--- src/logic/bmrs_pkg.sv ---
package bmrs_pkg;
   // ==========================================
   // Register map (word index)
   localparam logic [3:0] ADDR_CONTROL = 4'h0;
   localparam logic [3:0] ADDR_STATUS = 4'h1;
   localparam logic [3:0] ADDR_FLAGS = 4'h2;
   localparam logic [3:0] ADDR_CLKDIV = 4'h3;
   localparam logic [3:0] ADDR_SEGMENT = 4'h4;
   // ==========================================
   // Control fields
   localparam int CTL_SLEEP_BIT = 0;
   localparam int CTL_DISPLAY_BIT = 1;
   localparam int CTL_ADC_BIT = 2;
   localparam int CTL_CE_BIT = 3;
   // Flag fields
   localparam int FLG_PLL_LOSS = 7;
   localparam int FLG_PLL_RETURN = 6;
   localparam int FLG_TIMER_WAKE = 5;
   localparam int FLG_BUTTON_WAKE = 4;
   // ==========================================
   // Reset values
   localparam logic [2:0] CLKDIV_RESET = 3'h0;
   localparam logic [7:0] SEGMENT_RESET = 8'h00;
   // ==========================================
   // Timing: crystal 32768 Hz, core clock 25 MHz
   localparam int CORE_HZ = 25_000_000;
   localparam int XTAL_HZ = 32_768;
   localparam int RESET_XTAL_CYCLES = 4100;
   localparam int BATT_RESET_XTAL_CYCLES = 2;
   localparam int XTAL_DIV = CORE_HZ / XTAL_HZ;
   localparam int CPU_BATT_NUM = 7;
   // ==========================================
   typedef enum logic [2:0] {
      BMRS_RESET = 3'b000,
      BMRS_MISSION = 3'b001,
      BMRS_BROWNOUT = 3'b010,
      BMRS_DISPLAY = 3'b011,
      BMRS_SLEEP = 3'b100,
      BMRS_RELOCK = 3'b101
   } bmrs_mode_t;
endpackage : bmrs_pkg

--- src/logic/bmrs_ctl_if.sv ---
`timescale 1ns/1ps
interface bmrs_ctl_if;
   logic sleep_req;
   logic display_req;
   logic [2:0] clkdiv;
   logic clear_flags_we;
   logic [3:0] clear_flags;
   logic adc_req;
   logic ce_req;
   modport regs (output sleep_req, display_req, clkdiv, clear_flags_we, clear_flags, adc_req, ce_req);
   modport core (input sleep_req, display_req, clkdiv, clear_flags_we, clear_flags, adc_req, ce_req);
endinterface : bmrs_ctl_if

--- src/logic/bmrs_sync.sv ---
`timescale 1ns/1ps
module bmrs_sync (
   // Clock and reset
   input wire logic core_clk,
   input wire logic rst_n,
   // Data
   input wire logic async_in,
   output logic sync_out
);
   typedef struct packed {
      logic meta;
      logic stable;
   } bmrs_sync_state_t;
   bmrs_sync_state_t state;
   bmrs_sync_state_t next_state;
   always_comb begin
      next_state.meta = async_in;
      next_state.stable = state.meta;
   end
   always_ff @(posedge core_clk or negedge rst_n) begin
      if (!rst_n) begin
         state <= '0;
      end else begin
         state <= next_state;
      end
   end
   assign sync_out = state.stable;
endmodule : bmrs_sync

--- src/logic/bmrs_regs.sv ---
`timescale 1ns/1ps
module bmrs_regs (
   // Clock and reset
   input wire logic core_clk,
   input wire logic rst_n,
   input wire logic soft_reset,
   input wire logic wake_low,
   // Avalon-MM slave
   input wire logic [3:0] address,
   input wire logic read,
   input wire logic write,
   input wire logic [31:0] writedata,
   output logic [31:0] readdata,
   output logic waitrequest,
   // Block state
   input wire logic [2:0] mode,
   input wire logic pll_locked_flag,
   input wire logic wake_release,
   input wire logic [3:0] flags,
   output logic [7:0] segment_pattern,
   bmrs_ctl_if.regs ctl
);
   typedef struct packed {
      logic done;
      logic [31:0] rdata;
      logic sleep_req;
      logic display_req;
      logic adc_req;
      logic ce_req;
      logic [2:0] clkdiv;
      logic [7:0] segment;
      logic clr_we;
      logic [3:0] clr;
   } bmrs_regs_state_t;
   bmrs_regs_state_t state;
   bmrs_regs_state_t next_state;
   logic req;
   assign req = (read || write) && !state.done;
   always_comb begin
      next_state = state;
      next_state.done = req;
      next_state.clr_we = 1'b0;
      next_state.sleep_req = 1'b0;
      next_state.display_req = 1'b0;
      if (req && write) begin
         unique case (address)
            bmrs_pkg::ADDR_CONTROL: begin
               next_state.sleep_req = writedata[bmrs_pkg::CTL_SLEEP_BIT];
               next_state.display_req = writedata[bmrs_pkg::CTL_DISPLAY_BIT];
               next_state.adc_req = writedata[bmrs_pkg::CTL_ADC_BIT];
               next_state.ce_req = writedata[bmrs_pkg::CTL_CE_BIT];
            end
            bmrs_pkg::ADDR_FLAGS: begin
               next_state.clr_we = 1'b1;
               next_state.clr = writedata[7:4];
            end
            bmrs_pkg::ADDR_CLKDIV: next_state.clkdiv = writedata[2:0];
            bmrs_pkg::ADDR_SEGMENT: next_state.segment = writedata[7:0];
            default: ;
         endcase
      end
      next_state.rdata = 32'h0000_0000;
      if (req && read) begin
         unique case (address)
            bmrs_pkg::ADDR_CONTROL: next_state.rdata = {28'h000_0000, state.ce_req, state.adc_req, 2'b00};
            bmrs_pkg::ADDR_STATUS: next_state.rdata = {27'h000_0000, wake_release, pll_locked_flag, mode};
            bmrs_pkg::ADDR_FLAGS: next_state.rdata = {24'h00_0000, flags, 4'h0};
            bmrs_pkg::ADDR_CLKDIV: next_state.rdata = {29'h0000_0000, state.clkdiv};
            bmrs_pkg::ADDR_SEGMENT: next_state.rdata = {24'h00_0000, state.segment};
            default: next_state.rdata = 32'h0000_0000;
         endcase
      end
      // Defaults on reset and on wake from low
      if (soft_reset || wake_low) begin
         next_state.sleep_req = 1'b0;
         next_state.display_req = 1'b0;
         next_state.adc_req = 1'b0;
         next_state.ce_req = 1'b0;
         next_state.clkdiv = bmrs_pkg::CLKDIV_RESET;
         next_state.segment = bmrs_pkg::SEGMENT_RESET;
      end
   end
   always_ff @(posedge core_clk or negedge rst_n) begin
      if (!rst_n) begin
         state <= '0;
      end else begin
         state <= next_state;
      end
   end
   assign readdata = state.rdata;
   assign waitrequest = !state.done;
   assign segment_pattern = state.segment;
   assign ctl.sleep_req = state.sleep_req;
   assign ctl.display_req = state.display_req;
   assign ctl.clkdiv = state.clkdiv;
   assign ctl.clear_flags_we = state.clr_we;
   assign ctl.clear_flags = state.clr;
   assign ctl.adc_req = state.adc_req;
   assign ctl.ce_req = state.ce_req;
endmodule : bmrs_regs

--- src/logic/bmrs_top.sv ---
// Operation
// - Battery-run keeps peripherals running
// - Battery-run with low headroom forces sleep
// - Only battery-run may request display-hold or sleep
// - Power return goes full-power after PLL settles
// - CPU clock PLL in full power, 7/8 crystal battery
// - Divider value kept, ignored in battery-run
// - No PLL lock holds converter and engine off
// - PLL lock loss clears engine counter, halts filters
// - Display-hold stops CPU, keeps and blinks segments
// - Display-hold exits on power, timer or button
// - Sleep keeps only oscillator, exits on wake events
// - Reset pin stops logic, defaults control bits
// - With power, reset lasts 4100 crystal cycles
// - Without power, reset lasts 2 crystal cycles
// - Power fail clears lock, enters battery-run
// - Power return holds reset 4100 clocks, sets lock
// - Power fail without battery drops wake, sleeps
// - Battery-run to full-power raises interrupt, keeps config
// - Wake from hold or sleep resets config
// - Watchdog activates on entering full-power
// - Request bits force mode and stop CPU immediately, in battery-run only
// - Set flags on PLL loss into battery-run and on PLL return
// - Button and timer set flags, return battery-run
`timescale 1ns/1ps
module bmrs_top #(
   parameter int RESET_CYCLES = bmrs_pkg::RESET_XTAL_CYCLES,
   parameter int XTAL_DIV = bmrs_pkg::XTAL_DIV
) (
   // Clock and reset
   input wire logic core_clk,
   input wire logic rst_n,
   // Avalon-MM slave
   input wire logic [3:0] address,
   input wire logic read,
   input wire logic write,
   input wire logic [31:0] writedata,
   output logic [31:0] readdata,
   output logic waitrequest,
   // Pins and analog status
   input wire logic reset_pin,
   input wire logic power_ok,
   input wire logic regulator_headroom_ok,
   input wire logic pushbutton_input,
   input wire logic wake_timer_expired,
   input wire logic pll_stable,
   input wire logic pll_cpu_tick,
   // Mode outputs
   output logic [2:0] mode,
   output logic wake_release,
   output logic pll_locked_flag,
   output logic cpu_run,
   output logic cpu_clk_en,
   output logic converter_enable,
   output logic compute_engine_enable,
   output logic fir_enable,
   output logic engine_pc_clear,
   output logic watchdog_enable,
   output logic peripherals_enable,
   output logic display_enable,
   output logic [7:0] segment_pattern,
   output logic segment_blink_en,
   output logic cpu_irq
);
   initial begin
      if (XTAL_DIV < 2 || RESET_CYCLES < 2 || RESET_CYCLES > 65535) begin
         $error("bad parameters");
      end
   end
   // ==========================================
   // Input synchronisers
   logic power_s;
   logic headroom_s;
   logic button_s;
   logic timer_s;
   logic pll_s;
   logic reset_s;
   bmrs_sync u_sync_pwr (.core_clk, .rst_n, .async_in(power_ok), .sync_out(power_s));
   bmrs_sync u_sync_hdr (.core_clk, .rst_n, .async_in(regulator_headroom_ok), .sync_out(headroom_s));
   bmrs_sync u_sync_btn (.core_clk, .rst_n, .async_in(pushbutton_input), .sync_out(button_s));
   bmrs_sync u_sync_tmr (.core_clk, .rst_n, .async_in(wake_timer_expired), .sync_out(timer_s));
   bmrs_sync u_sync_pll (.core_clk, .rst_n, .async_in(pll_stable), .sync_out(pll_s));
   bmrs_sync u_sync_rst (.core_clk, .rst_n, .async_in(reset_pin), .sync_out(reset_s));
   // ==========================================
   // State
   typedef struct packed {
      bmrs_pkg::bmrs_mode_t mode;
      logic [15:0] xdiv;
      logic xtick;
      logic [2:0] cpu_phase;
      logic [15:0] rcount;
      logic wake;
      logic pll_lock;
      logic power_d;
      logic button_d;
      logic timer_d;
      logic [3:0] flags;
      logic cpu_clk_en;
      logic conv_en;
      logic ce_en;
      logic fir_en;
      logic pc_clear;
      logic wdog;
      logic periph;
      logic disp;
      logic blink;
      logic irq;
      logic wake_low;
      logic run;
   } bmrs_state_t;
   bmrs_state_t state;
   bmrs_state_t next_state;
   bmrs_ctl_if ctl ();
   bmrs_regs u_regs (
      .core_clk,
      .rst_n,
      .soft_reset(reset_s),
      .wake_low(state.wake_low),
      .address,
      .read,
      .write,
      .writedata,
      .readdata,
      .waitrequest,
      .mode(state.mode),
      .pll_locked_flag(state.pll_lock),
      .wake_release(state.wake),
      .flags(state.flags),
      .segment_pattern,
      .ctl(ctl.regs)
   );
   logic [15:0] div_last;
   logic [15:0] rst_last;
   logic [15:0] batt_last;
   logic [2:0] div_batt;
   assign div_last = 16'(XTAL_DIV - 1);
   assign rst_last = 16'(RESET_CYCLES - 1);
   assign batt_last = 16'(bmrs_pkg::BATT_RESET_XTAL_CYCLES - 1);
   assign div_batt = 3'(bmrs_pkg::CPU_BATT_NUM);
   // ==========================================
   // Mode sequencing
   always_comb begin
      next_state = state;
      next_state.xtick = 1'b0;
      next_state.pc_clear = 1'b0;
      next_state.irq = 1'b0;
      next_state.wake_low = 1'b0;
      next_state.cpu_clk_en = 1'b0;
      next_state.power_d = power_s;
      next_state.button_d = button_s;
      next_state.timer_d = timer_s;
      // Crystal-rate enable from the core clock
      if (state.xdiv == div_last) begin
         next_state.xdiv = 16'h0000;
         next_state.xtick = 1'b1;
      end else begin
         next_state.xdiv = state.xdiv + 16'h0001;
      end
      // Hardware sets win over software clears
      if (ctl.clear_flags_we) begin
         next_state.flags = state.flags & ~ctl.clear_flags;
      end
      if (button_s && !state.button_d) begin
         next_state.flags[bmrs_pkg::FLG_BUTTON_WAKE - 4] = 1'b1;
      end
      if (timer_s && !state.timer_d) begin
         next_state.flags[bmrs_pkg::FLG_TIMER_WAKE - 4] = 1'b1;
      end
      unique case (state.mode)
         bmrs_pkg::BMRS_RESET: begin
            next_state.wake = 1'b0;
            if (state.xtick) begin
               next_state.rcount = state.rcount + 16'h0001;
               if (power_s && state.rcount >= rst_last) begin
                  next_state.mode = bmrs_pkg::BMRS_MISSION;
                  next_state.wake = 1'b1;
                  next_state.pll_lock = 1'b1;
                  next_state.wdog = 1'b1;
                  next_state.rcount = 16'h0000;
               end else if (!power_s && state.rcount >= batt_last) begin
                  next_state.mode = bmrs_pkg::BMRS_BROWNOUT;
                  next_state.wake = 1'b1;
                  next_state.rcount = 16'h0000;
               end
            end
         end
         bmrs_pkg::BMRS_MISSION: begin
            if (!power_s) begin
               next_state.pll_lock = 1'b0;
               next_state.pc_clear = 1'b1;
               if (headroom_s) begin
                  next_state.mode = bmrs_pkg::BMRS_BROWNOUT;
                  next_state.flags[bmrs_pkg::FLG_PLL_LOSS - 4] = 1'b1;
               end else begin
                  next_state.mode = bmrs_pkg::BMRS_SLEEP;
                  next_state.wake = 1'b0;
                  next_state.wake_low = 1'b1;
               end
            end
         end
         bmrs_pkg::BMRS_BROWNOUT: begin
            if (power_s && !state.power_d) begin
               next_state.mode = bmrs_pkg::BMRS_RELOCK;
               next_state.rcount = 16'h0000;
            end else if (!headroom_s) begin
               next_state.mode = bmrs_pkg::BMRS_SLEEP;
               next_state.wake = 1'b0;
               next_state.wake_low = 1'b1;
            end else if (ctl.sleep_req) begin
               next_state.mode = bmrs_pkg::BMRS_SLEEP;
               next_state.wake = 1'b0;
            end else if (ctl.display_req) begin
               next_state.mode = bmrs_pkg::BMRS_DISPLAY;
               next_state.wake = 1'b0;
            end
         end
         bmrs_pkg::BMRS_DISPLAY, bmrs_pkg::BMRS_SLEEP: begin
            if (power_s) begin
               next_state.mode = bmrs_pkg::BMRS_RELOCK;
               next_state.rcount = 16'h0000;
            end else if (((button_s && !state.button_d) || (timer_s && !state.timer_d)) && headroom_s) begin
               next_state.mode = bmrs_pkg::BMRS_BROWNOUT;
               next_state.wake = 1'b1;
               next_state.wake_low = 1'b1;
            end
         end
         bmrs_pkg::BMRS_RELOCK: begin
            if (!power_s) begin
               next_state.mode = state.wake ? bmrs_pkg::BMRS_BROWNOUT : bmrs_pkg::BMRS_SLEEP;
               next_state.rcount = 16'h0000;
            end else if (state.xtick) begin
               next_state.rcount = state.rcount + 16'h0001;
               if (state.rcount >= rst_last && pll_s) begin
                  next_state.mode = bmrs_pkg::BMRS_MISSION;
                  next_state.pll_lock = 1'b1;
                  next_state.flags[bmrs_pkg::FLG_PLL_RETURN - 4] = 1'b1;
                  next_state.irq = state.wake;
                  next_state.wake_low = !state.wake;
                  next_state.wake = 1'b1;
                  next_state.wdog = 1'b1;
                  next_state.rcount = 16'h0000;
               end
            end
         end
         default: next_state.mode = bmrs_pkg::BMRS_RESET;
      endcase
      if (reset_s) begin
         next_state.mode = bmrs_pkg::BMRS_RESET;
         next_state.wake = 1'b0;
         next_state.pll_lock = 1'b0;
         next_state.pc_clear = state.pll_lock;
         next_state.rcount = 16'h0000;
         next_state.flags = 4'h0;
         next_state.wdog = 1'b0;
      end
      // Divider value is kept but unused in battery-run
      if (next_state.mode == bmrs_pkg::BMRS_MISSION) begin
         next_state.cpu_clk_en = pll_cpu_tick;
      end else if (next_state.mode == bmrs_pkg::BMRS_BROWNOUT && state.xtick) begin
         next_state.cpu_phase = state.cpu_phase + 3'h1;
         next_state.cpu_clk_en = state.cpu_phase < div_batt;
      end
      // Enables follow the next mode
      next_state.conv_en = next_state.pll_lock && ctl.adc_req;
      next_state.ce_en = next_state.pll_lock && ctl.ce_req;
      next_state.fir_en = next_state.pll_lock;
      next_state.periph = next_state.mode == bmrs_pkg::BMRS_MISSION
         || next_state.mode == bmrs_pkg::BMRS_BROWNOUT;
      next_state.disp = next_state.periph || next_state.mode == bmrs_pkg::BMRS_DISPLAY;
      next_state.blink = next_state.mode == bmrs_pkg::BMRS_DISPLAY;
      next_state.run = next_state.wake && next_state.periph;
      if (!next_state.periph) begin
         next_state.wdog = 1'b0;
      end
   end
   always_ff @(posedge core_clk or negedge rst_n) begin
      if (!rst_n) begin
         state <= '0;
      end else begin
         state <= next_state;
      end
   end
   // ==========================================
   // Output registers
   assign mode = state.mode;
   assign wake_release = state.wake;
   assign pll_locked_flag = state.pll_lock;
   assign cpu_run = state.run;
   assign cpu_clk_en = state.cpu_clk_en;
   assign converter_enable = state.conv_en;
   assign compute_engine_enable = state.ce_en;
   assign fir_enable = state.fir_en;
   assign engine_pc_clear = state.pc_clear;
   assign watchdog_enable = state.wdog;
   assign peripherals_enable = state.periph;
   assign display_enable = state.disp;
   assign segment_blink_en = state.blink;
   assign cpu_irq = state.irq;
endmodule : bmrs_top

--- config.mk ---
export PLATFORM = sky130hd
export DESIGN_NAME = bmrs_top
export DESIGN_NICKNAME = d
export VERILOG_FILES = /design/src/logic/bmrs_pkg.sv /design/src/logic/bmrs_ctl_if.sv /design/src/logic/bmrs_sync.sv /design/src/logic/bmrs_regs.sv /design/src/logic/bmrs_top.sv
export SDC_FILE = /design/constraint.sdc
export NUM_CORES = 1
export LEC_CHECK = 0
export ABC_CLOCK_PERIOD_IN_PS = 2200
export BUFFER_PORTS_ARGS = -buffer_cell sky130_fd_sc_hd__buf_4
export CAP_MARGIN = 20
export CORE_ASPECT_RATIO = 0.7
export CORE_MARGIN = 2
export CORE_UTILIZATION = 47
export CTS_BUF_LIST = sky130_fd_sc_hd__clkbuf_4 sky130_fd_sc_hd__clkbuf_8
export DETAILED_ROUTE_END_ITERATION = 10
export PLACE_DENSITY = 0.77
export SYNTH_ARGS = -nofsm -noshare
export SYNTH_HDL_FRONTEND = slang
export SYNTH_SLANG_ARGS = --single-unit
--- constraint.sdc ---
create_clock -name core_clk -period 2.2 [get_ports core_clk]
set_input_delay 0.22 -clock core_clk [delete_from_list [all_inputs] [get_ports core_clk]]
set_output_delay 0.22 -clock core_clk [all_outputs]
set_load 0.02 [all_outputs]
==> impl_metrics.tcl <==
set metrics [dict create \
    hpwl_mm 7.94 \
    status "finished with violations" \
    final_core_util_pct 56.7 \
    total_power_mw 3.33 \
    diodes 0 \
    endpoint "state[21]$_DFFE_PN0P_" \
    crit_fanout 3 \
    viasPerCell 5.37 \
    rr_endpoint "state[21]$_DFFE_PN0P_" \
    hold_viol 0 \
    clock_sinks 100 \
    relSlewSlack_pct 51.4 \
    routed-via-count 3774 \
    rr_worst_depth 9 \
    setup_tns_ps -50.3 \
    core_area_um2 10300 \
    rrSetupSlack_ps -30 \
    synth_cell_types 56 \
    die_area_um2 11400 \
    clockRootBuffer "clkbuf_8" \
    die_w_um 127 \
    cp_slowest_cell "dfrtp_1" \
    async_flop_share_pct 100 \
    clock_latency_ps 370 \
    drv_cap 0 \
    antenna_left 0 \
    grt_pass1_wl_mm 18.0 \
    required_ps 2490 \
    failed_checks "negative setup slack" \
    cp-end-kind "flip-flop" \
    cp-startpoint "state[22]$_DFFE_PN0P_" \
    max_freq_ghz 0.448 \
    fin_nets 620 \
    synth_ff_type "dfrtp_1" \
    finClkSkew_ps 9.89 \
    wl_per_cell_um 15.4 \
    yosys_warnings 0 \
    r2r_start "state[22]$_DFFE_PN0P_" \
    tritoncts "done" \
    grt_max_degree 56 \
    setup_viol 2 \
    wl_mm 10.8 \
    grt-ovfl-total 0 \
    hp-class "input pin to flip-flop" \
    syn_avg_cell_area_um2 9.85 \
    ys_ff_latch 100 \
    power_density_nw_per_um2 571 \
    post-route-period-util_pct 101 \
    clk_pin_slew_ps 90 \
    fillers 860 \
    worst_slew_pin_slew_ps 725 \
    die_h_um 89.8 \
    fin_ws_ps -31.3 \
    synth_seq_area_share_pct 50.6 \
    synthTopCellsByArea "dfrtp_1, buf_4, nor2_1" \
    first_pass_iters 7 \
    critPathKind "flip-flop to flip-flop" \
    rows 31 \
    min_period_ps 2230 \
    place_ws_ps -121 \
    start_util_pct 48.1 \
    antenna_found_initial 0 \
    grt_pass1_vias 3605 \
    synth_area_um2 4940 \
    drc 0 \
    drtIter0Drc 273 \
    crit_chain "inv_2, ha_4, nor4b_4, nand4_1, or3_4, a311oi_4, buf_4, nand3_1, o21ai_1" \
    critPathMaxStageDelay_ps 410 \
    ios 104 \
    area_growth_pct 17.8 \
    netlist_instances 502 \
    cts_buffers 9 \
    hold_slack_ps 60.6 \
    vdd_drop_max_mv 0.382 \
    layout-drive-gt1-share_pct 23.8 \
    port_buffers 55 \
    p_leak_nw 2.70 \
    routabilityCongestion 0.884 \
    yosysTopAreaCell "dfrtp_1" \
    grt_use_total_pct 19.8 \
    worstPathArrival_ps 2520 \
    synth_edf_count 0 \
    clk_path_buf_depth 2 \
    start_kind "flip-flop" \
    drv_slew 0 \
    grt_setup_unrepaired "true" \
    h-tree-depth 3 \
    synth_top_area_share_pct 50.6 \
]
-- repair_timing --
| action | CTS | global route |
|---|---|---|
| endpoints found under the setup margin | 17 | 22 |
| resized for setup | 6 | 19 |
| endpoints found under the hold margin | 26 | 0 |
| hold buffers | 7 | 0 |
| buffers inserted | 0 | 4 |
| pin swaps | 1 | 8 |
| gates cloned | 0 | 0 |
-- how the worst min path moves through the flow --
| stage | start | end | slack [ps] | cells past startpoint |
|---|---|---|---|---|
| floorplan | rst_n | compute_engine_enable$_DFF_PN0_ | -80 | 0 |
| global placement | rst_n | state[47]$_DFF_PN0_ | 120 | 1 |
| detailed placement | rst_n | state[50]$_DFF_PN0_ | 130 | 1 |
| CTS | write | u_regs.state[52]$_DFF_PN0_ | 50 | 3 |
| global route | write | u_regs.state[52]$_DFF_PN0_ | 50 | 3 |
| finish | write | u_regs.state[52]$_DFF_PN0_ | 60 | 3 |
-- per-layer routing --
layer	global-route usage (%)	vias up	share of wire (%)
li1	-	1789	-
met1	29.3	1844	48
met2	28.8	130	44
met3	5.95	11	7.9
met4	4.12	0	0.81
met5	0	-	0
-- report_power, final --
group          switching [mW]  internal (mW)
logic                   0.162         0.0835
clock network           0.620          0.563
registers              0.0237           1.87
-- final cells by class --
class / count / area, µm² / share of cell area (%)
Sequential cell: 100 / 2500 / 43.0
Multi-Input combinational cell: 352 / 2200 / 37.8
Timing Repair Buffer: 91 / 713 / 12.2
Tap cell: 132 / 165 / 2.84
Clock buffer: 12 / 146 / 2.51
Clock inverter: 4 / 50.0 / 0.859
Inverter: 12 / 45.0 / 0.774
-- Yosys cell counts, types with 2 or more instances --
cell and number:
and4_1 3, and3_1 10, inv_1 12, nor2_2 3, and2_1 3, or2_2 3
nand3b_1 3, nand3_1 27, mux2_2 5, xnor2_1 12, buf_4 44, mux2i_1 2
a21oi_1 27, a211oi_1 4, a221oi_1 2, o21ai_0 11, nand2b_1 8, nand2_1 43
nand4_1 8, dfrtp_1 100, nor3_1 14, clkbuf_1 12, nor4b_1 3, a21o_1 2
o21bai_1 2, a22oi_1 7, nor2_1 57, buf_2 4, nor4_4 2, or3_1 4
ha_1 7, o21ai_1 2, xor2_1 17, o211a_1 4, nor4_1 7, nor2b_1 8
-- state kept, by name, summed over array words and instances, names as in the netlist, 3 cells and up --
signal,count
u_regs.ctl.clear_flags,4
u_regs.ctl.clkdiv,3
mode,3
u_regs.readdata,8
u_regs.segment_pattern,8
state,44
-- critical path, delay by kind of cell (launching register included) --
kind,cells,cell delay [ps]
flip-flops,1,410
AND/OR/NAND/NOR,4,840
AO/OA/AOI/OAI,2,450
adder cells (fa/ha/maj),1,170
buffers and inverters,2,280
-- logic make-up after synthesis --
logic type,after synthesis,synth area share [%]
flops,100,50.6
other cells,1,0.0758
simple gates,214,22.4
compound gates,71,9.29
mux,7,1.54
buf+inv,73,9.13
xor+xnor,29,5.14
fa+ha+maj,7,1.77
-- metrics by stage --
step / area, µm² / cells
global placement: 5410 / 676
global route: 5820 / 703
detailed placement: 5410 / 676
CTS: 5710 / 699
floorplan: 5030 / 525
finish: 5820 / 703
-- layout by cell type, fill, tap and decap left out, types with 9 or more instances in the layout --
cell type   n
dfrtp_1    99
buf_4      83
nor2_1     56
nand2_1    43
nand3_1    27
a21oi_1    26
conb_1     24
xor2_1     17
nor3_1     14
xnor2_1    12
o21ai_0    11
inv_1      10
and3_1     10
clkbuf_8    9
(Power assumes the default switching activity.)
